### src/pco_params.svh
`ifndef PCO_PARAMS_SVH
`define PCO_PARAMS_SVH

// ****************************************************************
// register indices (byte address is four times the index)
// ****************************************************************
`define PCO_IDX_T34 14'h1963
`define PCO_IDX_A34 14'h1965
`define PCO_IDX_T35 14'h1966
`define PCO_IDX_A35 14'h1968
`define PCO_IDX_T36 14'h1969
`define PCO_IDX_A36 14'h196b
`define PCO_IDX_T37 14'h196c
`define PCO_IDX_A37 14'h196e

// ****************************************************************
// attribute fields
// ****************************************************************
`define PCO_B_UP 0
`define PCO_B_DOWN 1
`define PCO_B_FIRST 7
`define PCO_B_SECOND 8
`define PCO_B_DIVA 12
`define PCO_B_IDX 13
`define PCO_B_OC_EVEN 14
`define PCO_B_OC_ODD 15
`define PCO_B_DIVB_37 13
`define PCO_B_IDX_37 14
`define PCO_B_OC_37 15
`define PCO_ATTR_MASK_A 16'h7183
`define PCO_ATTR_MASK_B 16'hb183
`define PCO_ATTR_MASK_37 16'hf183

// ****************************************************************
// reset values and sizes
// ****************************************************************
`define PCO_TARGET_RST 32'h0000_0000
`define PCO_ATTR_RST 16'h0000
`define PCO_NCMP 4

`endif

### src/pco_pkg.sv
package pco_pkg;
    typedef logic signed [31:0] pco_pos_t;
    typedef logic [15:0] pco_attr_t;

    typedef struct packed {
        logic sw_first;
        logic sw_second;
        logic div_a;
        logic div_b;
        logic div_index;
        logic oc_index;
    } pco_out_s;
endpackage : pco_pkg

### src/pco_compare.sv
// Implementation choice: the Wishbone slave port.
`timescale 1ns/100ps
`include "pco_params.svh"

// Functional notes
// - bit 0 fires on upward target crossing
// - bit 1 fires on downward target crossing
// - bits 7, 8, 12 route to outputs
// - bit 13 routes to divider index output (bit 14 on comparator 37, whose bit 13 is the B divider)
// - bit 14 or 15 routes to open-collector index
// - targets are signed 32 bit, reset zero
module pco_compare (
    input wire logic clk_i,
    input wire logic rst_i,
    input wire logic wb_cyc_i,
    input wire logic wb_stb_i,
    input wire logic wb_we_i,
    input wire logic [15:0] wb_adr_i,
    input wire logic [3:0] wb_sel_i,
    input wire logic [31:0] wb_dat_i,
    output logic [31:0] wb_dat_o,
    output logic wb_ack_o,
    input wire pco_pkg::pco_pos_t position_i,
    output pco_pkg::pco_out_s outputs_o
);
    import pco_pkg::*;

    // ************************************************************
    // register file
    // ************************************************************
    pco_pos_t target [`PCO_NCMP];
    pco_attr_t attr [`PCO_NCMP];

    wire [13:0] word_idx = wb_adr_i[15:2];
    wire bus_req = wb_cyc_i & wb_stb_i;
    wire wr_go = bus_req & wb_ack_o & wb_we_i;

    // ************************************************************
    // address decode
    // ************************************************************
    // which comparator a target index belongs to, -1 when none
    function automatic int tgt_sel(input logic [13:0] idx);
        unique case (idx)
            `PCO_IDX_T34: tgt_sel = 0;
            `PCO_IDX_T35: tgt_sel = 1;
            `PCO_IDX_T36: tgt_sel = 2;
            `PCO_IDX_T37: tgt_sel = 3;
            default: tgt_sel = -1;
        endcase
    endfunction : tgt_sel

    function automatic int attr_sel(input logic [13:0] idx);
        unique case (idx)
            `PCO_IDX_A34: attr_sel = 0;
            `PCO_IDX_A35: attr_sel = 1;
            `PCO_IDX_A36: attr_sel = 2;
            `PCO_IDX_A37: attr_sel = 3;
            default: attr_sel = -1;
        endcase
    endfunction : attr_sel

    // only bits that do something stick; the rest read back zero
    function automatic pco_attr_t attr_mask(input int n);
        unique case (n)
            0, 2: attr_mask = `PCO_ATTR_MASK_A;
            1: attr_mask = `PCO_ATTR_MASK_B;
            default: attr_mask = `PCO_ATTR_MASK_37;
        endcase
    endfunction : attr_mask

    // routing bits of one attribute word; comparator 37 carries an
    // extra B-phase bit, so its index and open-collector bits sit higher
    function automatic pco_out_s route_of(input int n, input pco_attr_t a);
        route_of = '0;
        route_of.sw_first = a[`PCO_B_FIRST];
        route_of.sw_second = a[`PCO_B_SECOND];
        route_of.div_a = a[`PCO_B_DIVA];
        unique case (n)
            0, 2: begin
                route_of.div_index = a[`PCO_B_IDX];
                route_of.oc_index = a[`PCO_B_OC_EVEN];
            end
            1: begin
                route_of.div_index = a[`PCO_B_IDX];
                route_of.oc_index = a[`PCO_B_OC_ODD];
            end
            default: begin
                route_of.div_b = a[`PCO_B_DIVB_37];
                route_of.div_index = a[`PCO_B_IDX_37];
                route_of.oc_index = a[`PCO_B_OC_37];
            end
        endcase
    endfunction : route_of

    // unmapped words answer with zero and drop writes
    int t_hit;
    int a_hit;
    assign t_hit = tgt_sel(word_idx);
    assign a_hit = attr_sel(word_idx);

    // ************************************************************
    // read path
    // ************************************************************
    logic [31:0] rd_word;
    always_comb begin
        rd_word = 32'h0000_0000;
        if (t_hit >= 0) begin
            rd_word = target[t_hit[1:0]];
        end else if (a_hit >= 0) begin
            rd_word = {16'h0000, attr[a_hit[1:0]]};
        end
    end

    // ************************************************************
    // bus answer
    // ************************************************************
    // a held strobe would be answered every other cycle
    // ack a cycle after the strobe and drop it the cycle after
    always_ff @(posedge clk_i) begin
        if (rst_i) begin
            wb_ack_o <= 1'b0;
            wb_dat_o <= 32'h0000_0000;
        end else begin
            wb_ack_o <= bus_req & ~wb_ack_o;
            wb_dat_o <= rd_word;
        end
    end

    // ************************************************************
    // register storage
    // ************************************************************
    genvar g;
    generate
        for (g = 0; g < `PCO_NCMP; g++) begin : g_reg
            wire pco_attr_t keep = attr_mask(g);
            // a write lands on the edge that sees ack high
            // byte lanes honoured; unused attribute bits kept at zero
            always_ff @(posedge clk_i) begin
                if (rst_i) begin
                    target[g] <= `PCO_TARGET_RST;
                    attr[g] <= `PCO_ATTR_RST;
                end else if (wr_go && t_hit == g) begin
                    for (int b = 0; b < 4; b++) begin
                        if (wb_sel_i[b]) begin
                            target[g][8*b +: 8] <= wb_dat_i[8*b +: 8];
                        end
                    end
                end else if (wr_go && a_hit == g) begin
                    for (int b = 0; b < 2; b++) begin
                        if (wb_sel_i[b]) begin
                            attr[g][8*b +: 8] <=
                                wb_dat_i[8*b +: 8] & keep[8*b +: 8];
                        end
                    end
                end
            end
        end
    endgenerate

    // ************************************************************
    // crossing detection
    // ************************************************************
    pco_pos_t prev_pos;
    logic prev_valid;
    logic [`PCO_NCMP-1:0] fire;
    pco_out_s next_out;
    pco_out_s route [`PCO_NCMP];

    always_ff @(posedge clk_i) begin
        if (rst_i) begin
            prev_pos <= `PCO_TARGET_RST;
            // no history yet, so the first sample cannot fire
            prev_valid <= 1'b0;
        end else begin
            prev_pos <= position_i;
            prev_valid <= 1'b1;
        end
    end

    // ************************************************************
    // per-comparator crossing
    // ************************************************************
    generate
        for (g = 0; g < `PCO_NCMP; g++) begin : g_cmp
            // a jump straight across the target counts as a crossing
            // and landing exactly on it counts as reached
            // live registers feed the compare, so writes act at once
            wire below_then = prev_pos < target[g];
            wire above_then = prev_pos > target[g];
            wire up = below_then & (position_i >= target[g]);
            wire down = above_then & (position_i <= target[g]);
            assign fire[g] = prev_valid &
                ((attr[g][`PCO_B_UP] & up) |
                 (attr[g][`PCO_B_DOWN] & down));
            assign route[g] = fire[g] ? route_of(g, attr[g]) :
                pco_out_s'('0);
        end
    endgenerate

    // ************************************************************
    // output routing
    // ************************************************************
    // routes of all comparators merge, so two may share a pin
    always_comb begin
        next_out = '0;
        for (int n = 0; n < `PCO_NCMP; n++) begin
            next_out = next_out | route[n];
        end
    end

    // ************************************************************
    // output register
    // ************************************************************
    // pins are registered so each pulse lasts one whole cycle
    always_ff @(posedge clk_i) begin
        if (rst_i) begin
            outputs_o <= '0;
        end else begin
            outputs_o <= next_out;
        end
    end
endmodule : pco_compare

### config.mk
export PLATFORM = sky130hd
export DESIGN_NAME = pco_compare
export DESIGN_NICKNAME = d
export VERILOG_FILES = /design/src/pco_pkg.sv /design/src/pco_compare.sv
export VERILOG_INCLUDE_DIRS = /design/src /design/src/src
export SDC_FILE = /design/constraint.sdc
export NUM_CORES = 1
export LEC_CHECK = 0
export BUFFER_PORTS_ARGS = -buffer_cell sky130_fd_sc_hd__buf_2
export CAP_MARGIN = 20
export CORE_MARGIN = 1.5
export CORE_UTILIZATION = 57
export CTS_BUF_LIST = sky130_fd_sc_hd__clkbuf_8
export DETAILED_ROUTE_END_ITERATION = 7
export MAX_ROUTING_LAYER = met4
export PLACE_DENSITY = 0.86
export SLEW_MARGIN = 20
export SYNTH_ARGS = -nofsm -noshare
export SYNTH_HDL_FRONTEND = slang
export SYNTH_SLANG_ARGS = --single-unit
### constraint.sdc
create_clock -name clk_i -period 2.31 [get_ports clk_i]
set_input_delay 0.1155 -clock clk_i [delete_from_list [all_inputs] [get_ports clk_i]]
set_output_delay 0.1155 -clock clk_i [all_outputs]
set_load 0.05 [all_outputs]
==> results of run 1 <==
==> worst max-delay path, cell delays in order (launching register included) <==
cell       delay [ns]
edfxtp_1         0.40
inv_2            0.11
ha_4             0.22
nand4_1          0.22
buf_4            0.18
nor2_2           0.03
a221o_1          0.35
o31a_1           0.35
o21a_1           0.25
and3_1           0.17
a22oi_2          0.18
o2111ai_2        0.14
==> layout make-up <==
| class | instances | area share |
|---|---|---|
| multi-input cells | 1110 | 0.457 |
| flip-flops and latches | 229 | 0.300 |
| repair buffers | 439 | 0.159 |
| clock buffers | 41 | 0.0274 |
| inverters | 135 | 0.0246 |
| well taps | 341 | 0.0207 |
| clock inverters | 31 | 0.0118 |
| diodes | 4 | 0.000487 |
==> synthesized netlist by cell type, drive strengths merged, types with 3 or more instances <==
library cell	count
nand4	56
nand3	20
and2	107
o2bb2ai	3
mux2i	5
or2	5
and4	9
o2111ai	6
o211ai	12
edfxtp	157
buf	9
ha	256
nand4b	4
or4	7
or3	3
nor2b	46
a2111oi	3
nand2	127
and3	65
a22oi	6
a21o	25
a21oi	99
inv	135
a21boi	6
nor4	15
nor3	10
a31oi	4
o41ai	3
clkbuf	28
a22o	6
dfxtp	72
a211oi	8
a221oi	4
o21ai	43
mux4	38
o21a	6
nor2	66
nand2b	9
==> cell families (layout without fill, tap and decap cells) <==
kind of cell,after synthesis,count (layout)
adder cells (fa/ha/maj),256,256
other,0,4
buffers and inverters,172,646
AND/OR/NAND/NOR,554,554
flip-flops,229,229
XOR/XNOR,3,3
AO/OA/AOI/OAI,253,253
multiplexers,44,44
==> sequential cells by signal, summed over array words and instances (netlist names) <==
register    count
attr           29
outputs_o       6
prev_pos       32
prev_valid      1
target        128
wb_ack_o        1
wb_dat_o       32
==> stage by stage <==
step,cell area (sq um),hold slack [ns],instances,utilization
2_1_floorplan,15600,0.234,1511,-
3_3_place_gp,18300,0.351,2168,0.681
3_5_place_dp,18300,0.362,2168,0.681
4_1_cts,20200,0.0138,2314,0.753
5_1_grt,20600,0.0311,2330,0.765
6_report,20600,0.0346,2330,0.765
==> report_power, final <==
group          switching (uW)  total [uW]  internal (uW)
clock                    1760        3860           2110
combinational            1040        1900            857
sequential                113        4610           4500
total                    2910       10400           7460
==> what timing repair did <==
item,CTS,global route
setup buffers,11,12
resized for setup,90,47
hold buffers,63,0
hold endpoints to repair,167,0
endpoints found under the setup margin,6,6
pin swaps,36,28
==> path summary, 6_finish.rpt <==
kind | startpoint | to | slack (ns) | cells past startpoint
min | position_i[0] | prev_pos[0]$_SDFF_PP0_ | 0.03 | 4
max reg2reg | target[1][15]$_SDFFCE_PN0P_ | outputs_o[4]$_SDFF_PP0_ | -0.42 | 11
max | target[1][15]$_SDFFCE_PN0P_ | outputs_o[4]$_SDFF_PP0_ | -0.42 | 11
min reg2reg | attr[2][5]$_SDFFCE_PN0P_ | outputs_o[1]$_SDFF_PP0_ | 0.53 | 2
==> placed cells by master (no fill, tap or decap), types with 6 or more instances in the layout <==
| master | n |
|---|---|
| o21ai_2 | 6 |
| buf_4 | 240 |
| nor2b_1 | 46 |
| a21oi_1 | 94 |
| buf_12 | 9 |
| dlygate4sd3_1 | 63 |
| ha_4 | 25 |
| o21ai_1 | 9 |
| clkinv_2 | 8 |
| nand3_1 | 20 |
| o21a_1 | 6 |
| nand2b_1 | 8 |
| a21o_1 | 25 |
| o211ai_1 | 12 |
| nor3_1 | 9 |
| inv_2 | 25 |
| mux4_2 | 38 |
| nand2_1 | 120 |
| dfxtp_1 | 67 |
| nand4_1 | 56 |
| and3_1 | 65 |
| a22o_1 | 6 |
| o21ai_0 | 28 |
| edfxtp_1 | 157 |
| nor4_2 | 8 |
| clkbuf_8 | 41 |
| and4_1 | 9 |
| and2_1 | 106 |
| nor2_1 | 63 |
| ha_1 | 231 |
| inv_1 | 123 |
| nand2_2 | 6 |
| buf_2 | 125 |
==> per-layer routing <==
layer,GRT usage,vias up,part of all wire
met1,0.494,6881,0.39
li1,-,6503,-
met2,0.577,953,0.45
met5,-,-,0
met4,0.175,0,0.049
met3,0.0696,228,0.11
==> results.json, run 1 <==
{
  "drtAntennaViolNets": 0,
  "initial_core_util": 0.579,
  "synth_mux_area_frac": 0.0589,
  "wl_per_cell_um": 22.6,
  "cts-root-buf": "clkbuf_8",
  "irDropWorstVdd_v": 0.000465,
  "layout.nets": 2299,
  "fmax_ghz": 0.366,
  "path_clk_slew_ns": 0.07,
  "rsz0062_at_grt": "yes",
  "grt_remaining_overflow": 0,
  "postSynthAreaPerCell_sq_um": 10.3,
  "finalPower_uw": 10400,
  "drt_first_pass_iters": 8,
  "yosys_warnings": 0,
  "multi_input_area_sq_mm": 0.00940,
  "grt_pass1_wl_mm": 79.3,
  "synthSimpleGateAreaFrac": 0.193,
  "clock_skew_ns": 0.0397,
  "worstMarginPinSlew_ns": 0.553,
  "cp-end-kind": "flip-flop",
  "grt_pass1_vias": 14647,
  "layout.area.seq_sq_mm": 0.00616,
  "yosys.area_share.xor_xnor": 0.00169,
  "htree_levels": 2,
  "setup_viol": 6,
  "die_w_um": 168,
  "drc": 0,
  "io_pins": 128,
  "synth_top_area_share": 0.303,
  "synth_edf_count": 157,
  "antenna_found_initial": 4,
  "path_class": "flip-flop to flip-flop",
  "dieArea_sq_mm": 0.0283,
  "syn_inst": 1511,
  "place.port_buffers": 125,
  "timing.final.ws_setup_ns": -0.420,
  "power_leakage_uw": 0.00936,
  "drive_gt1_frac": 0.297,
  "hold_violations": 0,
  "status": "finished, violations left",
  "synth-compound-area-share": 0.103,
  "clk_path_buf_depth": 3,
  "std_cell_rows": 60,
  "post-route-period-util": 1.18,
  "synth_area_sq_mm": 0.0156,
  "core_sq_mm": 0.0269,
  "worstPathMaxFanout": 5,
  "dieHeight_um": 168,
  "areaGrowthSynthToFinish_pct": 32.1,
  "ys.flop_type": "edfxtp_1",
  "ys_seq_elements": 229,
  "synthDistinctLibCells": 61,
  "cts_tree": "built",
  "vias_per_cell": 6.25,
  "insertion_delay_ns": 0.58,
  "hold_class": "input port to flip-flop",
  "crit_path_start_kind": "flip-flop",
  "yosys-top-cells-area": "edfxtp_1 30%, ha_1 21%, dfxtp_1 9.3%, mux4_2 5.5%, and2_1 4.3%",
  "critPathRequiredTime_ns": 2.73,
  "violations": "negative setup slack",
  "synth.largest_area_cell": "edfxtp_1",
  "grt_max_degree": 35,
  "worstPathArrival_ns": 3.15,
  "fin_tns_setup_ns": -2.35,
  "numCtsBuffers": 39,
  "hpwl_mm": 39.2,
  "place_congestion": 1.04,
  "finalWorstPathRequiredPeriod_ns": 2.73,
  "synth_adder_area_share": 0.206,
  "ys_seq_area_frac": 0.395,
  "nFillCells": 1749,
  "maxCapViolCount": 0,
  "grtUsageTotal": 0.379,
  "slew_headroom": 0.630,
  "clock-sinks": 229,
  "report.final.slew_viol_count": 0,
  "drt-initial-drc-count": 1744,
  "syn-num-nets": 1856,
  "synth_top_family_by_area": "adder cells",
  "async_flop_share": 0,
  "pre_cts_slack_ns": -0.637,
  "num_vias": 14565,
  "wirelength_mm": 52.8,
  "cellPowerDensity_mw_per_mm2": 504
}
Note: power is estimated with default switching activity, not from simulation.
==> run 2: changes to the inputs <==
BUFFER_PORTS_ARGS = -buffer_cell sky130_fd_sc_hd__buf_4   (was -buffer_cell sky130_fd_sc_hd__buf_2)
==> run 2 against run 1 <==
  * The run still ends with negative setup slack left
  * Power up 0.23%
  * Combinational power about the same
  * First-iteration DRC count decreased by 2.6%
  * Worst setup slack got worse by 0.082 ns
  * Die area is the same
  * Global-route usage up 1.3 points
  * Non-clock buffer count fell by 3
  * Sequential power hardly changed
  * Clock skew decreased by 0.014 ns
  * Clock power hardly changed
  * Final cell count shrank 0.13%
==> results.json, run 2 (synthesized netlist as in run 1, its figures left out) <==
{
  "fin_tns_setup_ns": -2.88,
  "wl_per_cell_um": 23.3,
  "place_congestion": 1.01,
  "post-route-period-util": 1.22,
  "worstRegToRegCells": 12,
  "insertion_delay_ns": 0.57,
  "fmax_ghz": 0.356,
  "num_vias": 14469,
  "critPathRequiredTime_ns": 2.74,
  "antenna_found_initial": 1,
  "rrSetupSlack_ns": -0.50,
  "initial_core_util": 0.579,
  "hold_violations": 0,
  "rsz0062_at_grt": "yes",
  "clock_skew_ns": 0.0254,
  "grt_max_degree": 35,
  "worstPathArrival_ns": 3.24,
  "top_regs": "target (128), prev_pos (32), wb_dat_o (32)",
  "wirelength_mm": 54.2,
  "worstPathMaxFanout": 6,
  "std_cell_rows": 60,
  "layout_common_cells": "353 x buf_4, 242 x ha_1, 157 x edfxtp_1, 133 x inv_1, 120 x nand2_1",
  "setup_viol": 6,
  "drive_gt1_frac": 0.275,
  "utilization": 0.770,
  "drtAntennaViolNets": 0,
  "io_pins": 128,
  "report.final.slew_viol_count": 0,
  "clk_path_buf_depth": 3,
  "maxCapViolCount": 0,
  "dieHeight_um": 168,
  "clock-sinks": 229,
  "r2r-start": "target[3][22]$_SDFFCE_PN0P_",
  "numCtsBuffers": 41,
  "die_w_um": 168,
  "drc": 0,
  "place.port_buffers": 125,
  "core_sq_mm": 0.0269,
  "cp-end-kind": "flip-flop",
  "layout.nets": 2298,
  "grt_remaining_overflow": 0,
  "grt_pass1_vias": 14360,
  "crit_path_start_kind": "flip-flop",
  "status": "finished, violations left",
  "hold_end": "attr[3][2]$_SDFFCE_PN0P_",
  "nFillCells": 1710,
  "cts_tree": "built",
  "regMostFlops": "target",
  "hold_start": "wb_sel_i[0]",
  "final_common_cell": "buf_4",
  "worstMarginPinSlew_ns": 0.755,
  "violations": "negative setup slack",
  "finalWorstPathRequiredPeriod_ns": 2.81,
  "htree_levels": 2,
  "cts-root-buf": "clkbuf_8",
  "drt_first_pass_iters": 6,
  "vias_per_cell": 6.22,
  "pre_cts_slack_ns": -0.824,
  "cellPowerDensity_mw_per_mm2": 502,
  "dieArea_sq_mm": 0.0283,
  "timing.final.ws_setup_ns": -0.503,
  "whs_path_depth": 3,
  "drt-initial-drc-count": 1698,
  "slew_headroom": 0.495,
  "path_clk_slew_ns": 0.06,
  "largest_reg_flops": 128,
  "hpwl_mm": 40.3,
  "irDropWorstVdd_v": 0.000494,
  "power_leakage_uw": 0.00942,
  "areaGrowthSynthToFinish_pct": 32.9,
  "hold_class": "input port to flip-flop",
  "rr_endpoint": "outputs_o[1]$_SDFF_PP0_",
  "grt_pass1_wl_mm": 81.6,
  "grtUsageTotal": 0.392,
  "path_class": "flip-flop to flip-flop"
}
==> run 2: cell types whose count changed in the layout (fill, tap and decap cells not counted), moves of 10 or more <==
cell           delta
buf_2           -125
buf_4           +113
dlygate4sd3_1    +11
ha_1             +11
ha_4             -11
inv_1            +10
inv_2            -10
==> run 2: repair_timing <==
item | CTS | global route
hold buffers | 74 | 0
hold endpoints to repair | 179 | 0
gates resized for setup | 90 | 15
setup endpoints to repair | 6 | 45
setup buffers | 16 | 2
pin swaps | 35 | 9
==> run 2: how the worst max path moves through the flow <==
stage / endpoint / startpoint / depth (start not counted) / slack [ns]
after floorplan: outputs_o[5]$_SDFF_PP0_ / target[3][25]$_SDFFCE_PN0P_ / 10 / 0.02
after global placement: outputs_o[5]$_SDFF_PP0_ / prev_pos[9]$_SDFF_PP0_ / 10 / -0.82
after detailed placement: outputs_o[4]$_SDFF_PP0_ / prev_pos[9]$_SDFF_PP0_ / 10 / -0.82
after CTS: outputs_o[4]$_SDFF_PP0_ / target[0][13]$_SDFFCE_PN0P_ / 13 / -0.32
after global routing: outputs_o[1]$_SDFF_PP0_ / target[3][22]$_SDFFCE_PN0P_ / 12 / -0.59
final: outputs_o[1]$_SDFF_PP0_ / target[3][22]$_SDFFCE_PN0P_ / 12 / -0.50
==> run 2: cell type report <==
class / count / area [sq um] / area share
antenna: 1 / 2.50 / 0.000121
clock buffer: 42 / 578 / 0.0279
clock inverter: 33 / 226 / 0.0109
inverter: 135 / 507 / 0.0245
multi-input combinational: 1110 / 9230 / 0.446
sequential: 229 / 6160 / 0.298
tap: 341 / 427 / 0.0206
timing repair buffer: 436 / 3560 / 0.172
==> run 2: critical path, cell delays in order, from the launching register on <==
cell	delay (ns)
edfxtp_1	0.35
inv_1	0.07
ha_1	0.31
nand4_1	0.23
buf_4	0.23
nor4_4	0.30
buf_4	0.18
nor2_4	0.04
a31oi_4	0.16
mux2i_1	0.25
mux2_4	0.38
nand2_2	0.08
o2111ai_2	0.11
==> run 2: where the power goes <==
group	total, uW	internal [uW]	switching, uW
Sequential	4600	4500	107
Combinational	1930	889	1040
Clock	3870	2050	1820
==> run 2: through the flow <==
step                total power, uW  hold WS (ns)  std cells  instance area, sq um
finish                        10400        0.0449       2327                 20700
global route                  10700        0.0706       2326                 20700
CTS                           10300        0.0160       2324                 20600
detailed placement             6310         0.394       2160                 18600
global placement               6250         0.358       2160                 18600
floorplan                      5490         0.234       1511                 15600
==> run 2: routing by layer <==
metal / track usage / vias to the layer above / routed length (um)
li1: - / 6492 / -
met1: 0.526 / 6890 / 22300
met2: 0.602 / 924 / 24200
met3: 0.0668 / 163 / 5660
met4: 0.138 / 0 / 2030
met5: - / - / 0
==> run 3: changes to the inputs <==
ABC_AREA = 1   (was unset)
PLACE_DENSITY = 0.85   (was 0.86)
==> run 3 against run 2 <==
  * The run still ends with negative setup slack left
  * Highest routed layer unchanged
  * Sequential cell count is the same
  * Largest cell class unchanged
  * Power is 0.78% higher
  * Largest power group unchanged
  * Clock power rose by 2%
  * Clock skew is 0.023 ns higher
  * Register-to-register slack better by 0.27 ns
  * Sequential power hardly changed
  * Sequential share of layout area rose by 1.0 points
  * Die area grew 1.5%
  * Final cell count increased by 14%
  * Critical path depth up 4
  * Combinational power hardly changed
==> results.json, run 3 <==
{
  "p_seq_frac": 0.440,
  "pre_cts_slack_ns": -0.309,
  "std_cell_rows": 60,
  "worstPathMaxFanout": 5,
  "syn-num-nets": 2284,
  "placed_cell_area_sq_mm": 0.0178,
  "synth_top_area_share": 0.298,
  "top_regs": "target (128), prev_pos (32), wb_dat_o (32)",
  "grt_util_met3": 0.0718,
  "drtAntennaViolNets": 0,
  "yosys_warnings": 0,
  "dieHeight_um": 170,
  "worstMarginPinSlew_ns": 0.863,
  "core_sq_mm": 0.0271,
  "grt_max_degree": 51,
  "wirelength_mm": 52.4,
  "report.final.slew_viol_count": 0,
  "synthDistinctLibCells": 35,
  "fmax_ghz": 0.394,
  "numCtsBuffers": 39,
  "grt_pass1_wl_mm": 78.3,
  "cellPowerDensity_mw_per_mm2": 524,
  "synth.largest_area_cell": "edfxtp_1",
  "vias_per_cell": 5.90,
  "synth_edf_count": 157,
  "p_int_uw": 7490,
  "cts-root-buf": "clkbuf_8",
  "largest_reg_flops": 128,
  "crit_path_start_kind": "flip-flop",
  "post-route-period-util": 1.10,
  "path_clk_slew_ns": 0.06,
  "initial_core_util": 0.583,
  "crit_top_cell": "nand2_1",
  "synth.most_common_cell": "nand2_1",
  "hold_end": "target[1][14]$_SDFFCE_PN0P_",
  "status": "finished, violations left",
  "worst_path_largest_cell_delay_ns": 0.39,
  "syn_inst": 1939,
  "postSynthAreaPerCell_sq_um": 8.15,
  "dieArea_sq_mm": 0.0287,
  "rrSetupSlack_ns": -0.23,
  "areaGrowthSynthToFinish_pct": 26.6,
  "cts_tree": "built",
  "clock_skew_ns": 0.0486,
  "clk_path_buf_depth": 3,
  "path_class": "flip-flop to flip-flop",
  "grt_pass1_vias": 15147,
  "worstPathArrival_ns": 3.03,
  "drive_gt1_frac": 0.210,
  "wl_per_cell_um": 19.8,
  "critPathRequiredTime_ns": 2.81,
  "hold_violations": 0,
  "grt_remaining_overflow": 0,
  "timing.final.ws_setup_ns": -0.228,
  "layout.nets": 2584,
  "use_met1": 0.449,
  "maxCapViolCount": 0,
  "hpwl_mm": 37.0,
  "clock-sinks": 229,
  "final_common_cell": "nand2_1",
  "ys.flop_type": "edfxtp_1",
  "place.port_buffers": 125,
  "drt_first_pass_iters": 7,
  "synth_common_cells": "329 x nand2_1, 292 x nor2_1, 262 x inv_1, 256 x ha_1, 189 x a21oi_1",
  "rsz0062_at_grt": "yes",
  "grtUsageTotal": 0.366,
  "io_pins": 128,
  "regMostFlops": "target",
  "cp.buffers_inverters": 1,
  "fin_area_sq_mm": 0.0200,
  "clkPwrFrac": 0.376,
  "r2r-start": "target[0][29]$_SDFFCE_PN0P_",
  "htree_levels": 2,
  "whs_path_depth": 3,
  "combPwrFrac": 0.185,
  "antenna_found_initial": 1,
  "drt-initial-drc-count": 1907,
  "violations": "negative setup slack",
  "die_w_um": 170,
  "critPathTopFamily": "simple AND/OR/NAND/NOR gates",
  "worstRegToRegCells": 16,
  "async_flop_share": 0,
  "swShare": 0.286,
  "fin_tns_setup_ns": -1.09,
  "switchingPower_uw": 2990,
  "power_leakage_uw": 0.00960,
  "hold_class": "input port to flip-flop",
  "rr_endpoint": "outputs_o[5]$_SDFF_PP0_",
  "yosys-top-cells-area": "edfxtp_1 30%, ha_1 20%, dfxtp_1 9.1%, nand2_1 7.8%, nor2_1 6.9%",
  "cp-end-kind": "flip-flop",
  "num_vias": 15600,
  "finalWorstPathRequiredPeriod_ns": 2.54,
  "drc": 0,
  "ys_seq_area_frac": 0.390,
  "ys_seq_elements": 229,
  "cp_cell_sequence": "inv_1 > ha_1 > a21oi_1 > o21a_1 > nand2_1 > a21oi_2 > nand2_1 > nand2_1 > nand2_1 > nor2_1 > nand2_1 > nand2_4 > nand3_1 > nand2_1 > nor2_1 > nor2_1",
  "synth_area_sq_mm": 0.0158,
  "hold_start": "wb_dat_i[14]",
  "grtUsageMet2": 0.588,
  "slew_headroom": 0.424,
  "insertion_delay_ns": 0.58,
  "place_congestion": 1.02,
  "setup_viol": 6,
  "cp_slowest_cell": "edfxtp_1",
  "top_usage_layer": "met2",
  "layout_common_cells": "292 x nand2_1, 271 x nor2_1, 251 x inv_1, 238 x ha_1, 235 x buf_4",
  "irDropWorstVdd_v": 0.000399
}
run 3: cell count changes after synthesis, moves of 64 or more:
cell / delta
nand3_1: +77
inv_1: +128
and2_1: -107
a21oi_1: +90
nand2_1: +202
nor2_1: +227
and3_1: -64
run 3: routing by layer:
metal / vias to the layer above / wire length (um)
li1: 7155 / -
met1: 7191 / 20000
met2: 997 / 24200
met3: 257 / 5480
met4: 0 / 2720
met5: - / 0
run 3: what timing repair did:
item | in CTS | in global routing
hold buffers | 61 | 0
buffers inserted | 10 | 4
hold endpoints to repair | 142 | 0
gates resized for setup | 85 | 82
setup endpoints to repair | 6 | 6
pin swaps | 40 | 33
run 3: tightest hold or removal path, delay by kind of cell:
kind,cells,cell delay [ns]
buffers and inverters,2,0.21
and+or+nand+nor,1,0.13
run 3: power groups by stage:
stage | Combinational [uW] | Sequential [uW] | Clock [uW]
3_3_place_gp | 1500 | 4670 | 0
5_1_grt | 2110 | 4610 | 4130
4_1_cts | 1750 | 4590 | 3940
3_5_place_dp | 1580 | 4680 | 0
6_report | 1930 | 4610 | 3940
2_1_floorplan | 956 | 4660 | 0
run 3: cell type report:
cell class              instances  area, sq um
multi-input cells            1403         9120
fillers                      1905         7100
clock buffers                  51          702
clock inverters                20          139
diodes                          1         2.50
repair buffers                298         2410
well taps                     372          465
flip-flops and latches        229         6160
inverters                     268         1010
run 3: how the worst max path moves through the flow:
stage / slack [ns] / startpoint / to / cells after the start
2_1_floorplan: -0.13 / wb_ack_o$_SDFF_PP0_ / target[1][0]$_SDFFCE_PN0P_ / 5
3_3_place_gp: -0.35 / target[3][31]$_SDFFCE_PN0P_ / outputs_o[3]$_SDFF_PP0_ / 17
3_5_place_dp: -0.31 / target[3][31]$_SDFFCE_PN0P_ / outputs_o[1]$_SDFF_PP0_ / 17
4_1_cts: -0.02 / target[3][30]$_SDFFCE_PN0P_ / outputs_o[3]$_SDFF_PP0_ / 15
5_1_grt: -0.31 / target[0][29]$_SDFFCE_PN0P_ / outputs_o[5]$_SDFF_PP0_ / 16
6_report: -0.23 / target[0][29]$_SDFFCE_PN0P_ / outputs_o[5]$_SDFF_PP0_ / 16
run 3: per-stage QoR:
stage / cells / total power (uW) / util / hold WS (ns)
after global placement: 2495 / 6180 / 0.656 / 0.373
after global routing: 2642 / 10900 / 0.738 / 0.0298
after CTS: 2637 / 10300 / 0.726 / 0.000146
after floorplan: 1939 / 5620 / - / 0.222
final: 2642 / 10500 / 0.738 / 0.00968
after detailed placement: 2495 / 6250 / 0.656 / 0.370
run 3: cell families after synthesis:
family | Yosys count | share of synthesized area
AND/OR/NAND/NOR | 789 | 0.209
AO/OA/AOI/OAI | 358 | 0.124
buffers and inverters | 307 | 0.0750
adder cells (fa/ha/maj) | 256 | 0.203
flip-flops | 229 | 0.390
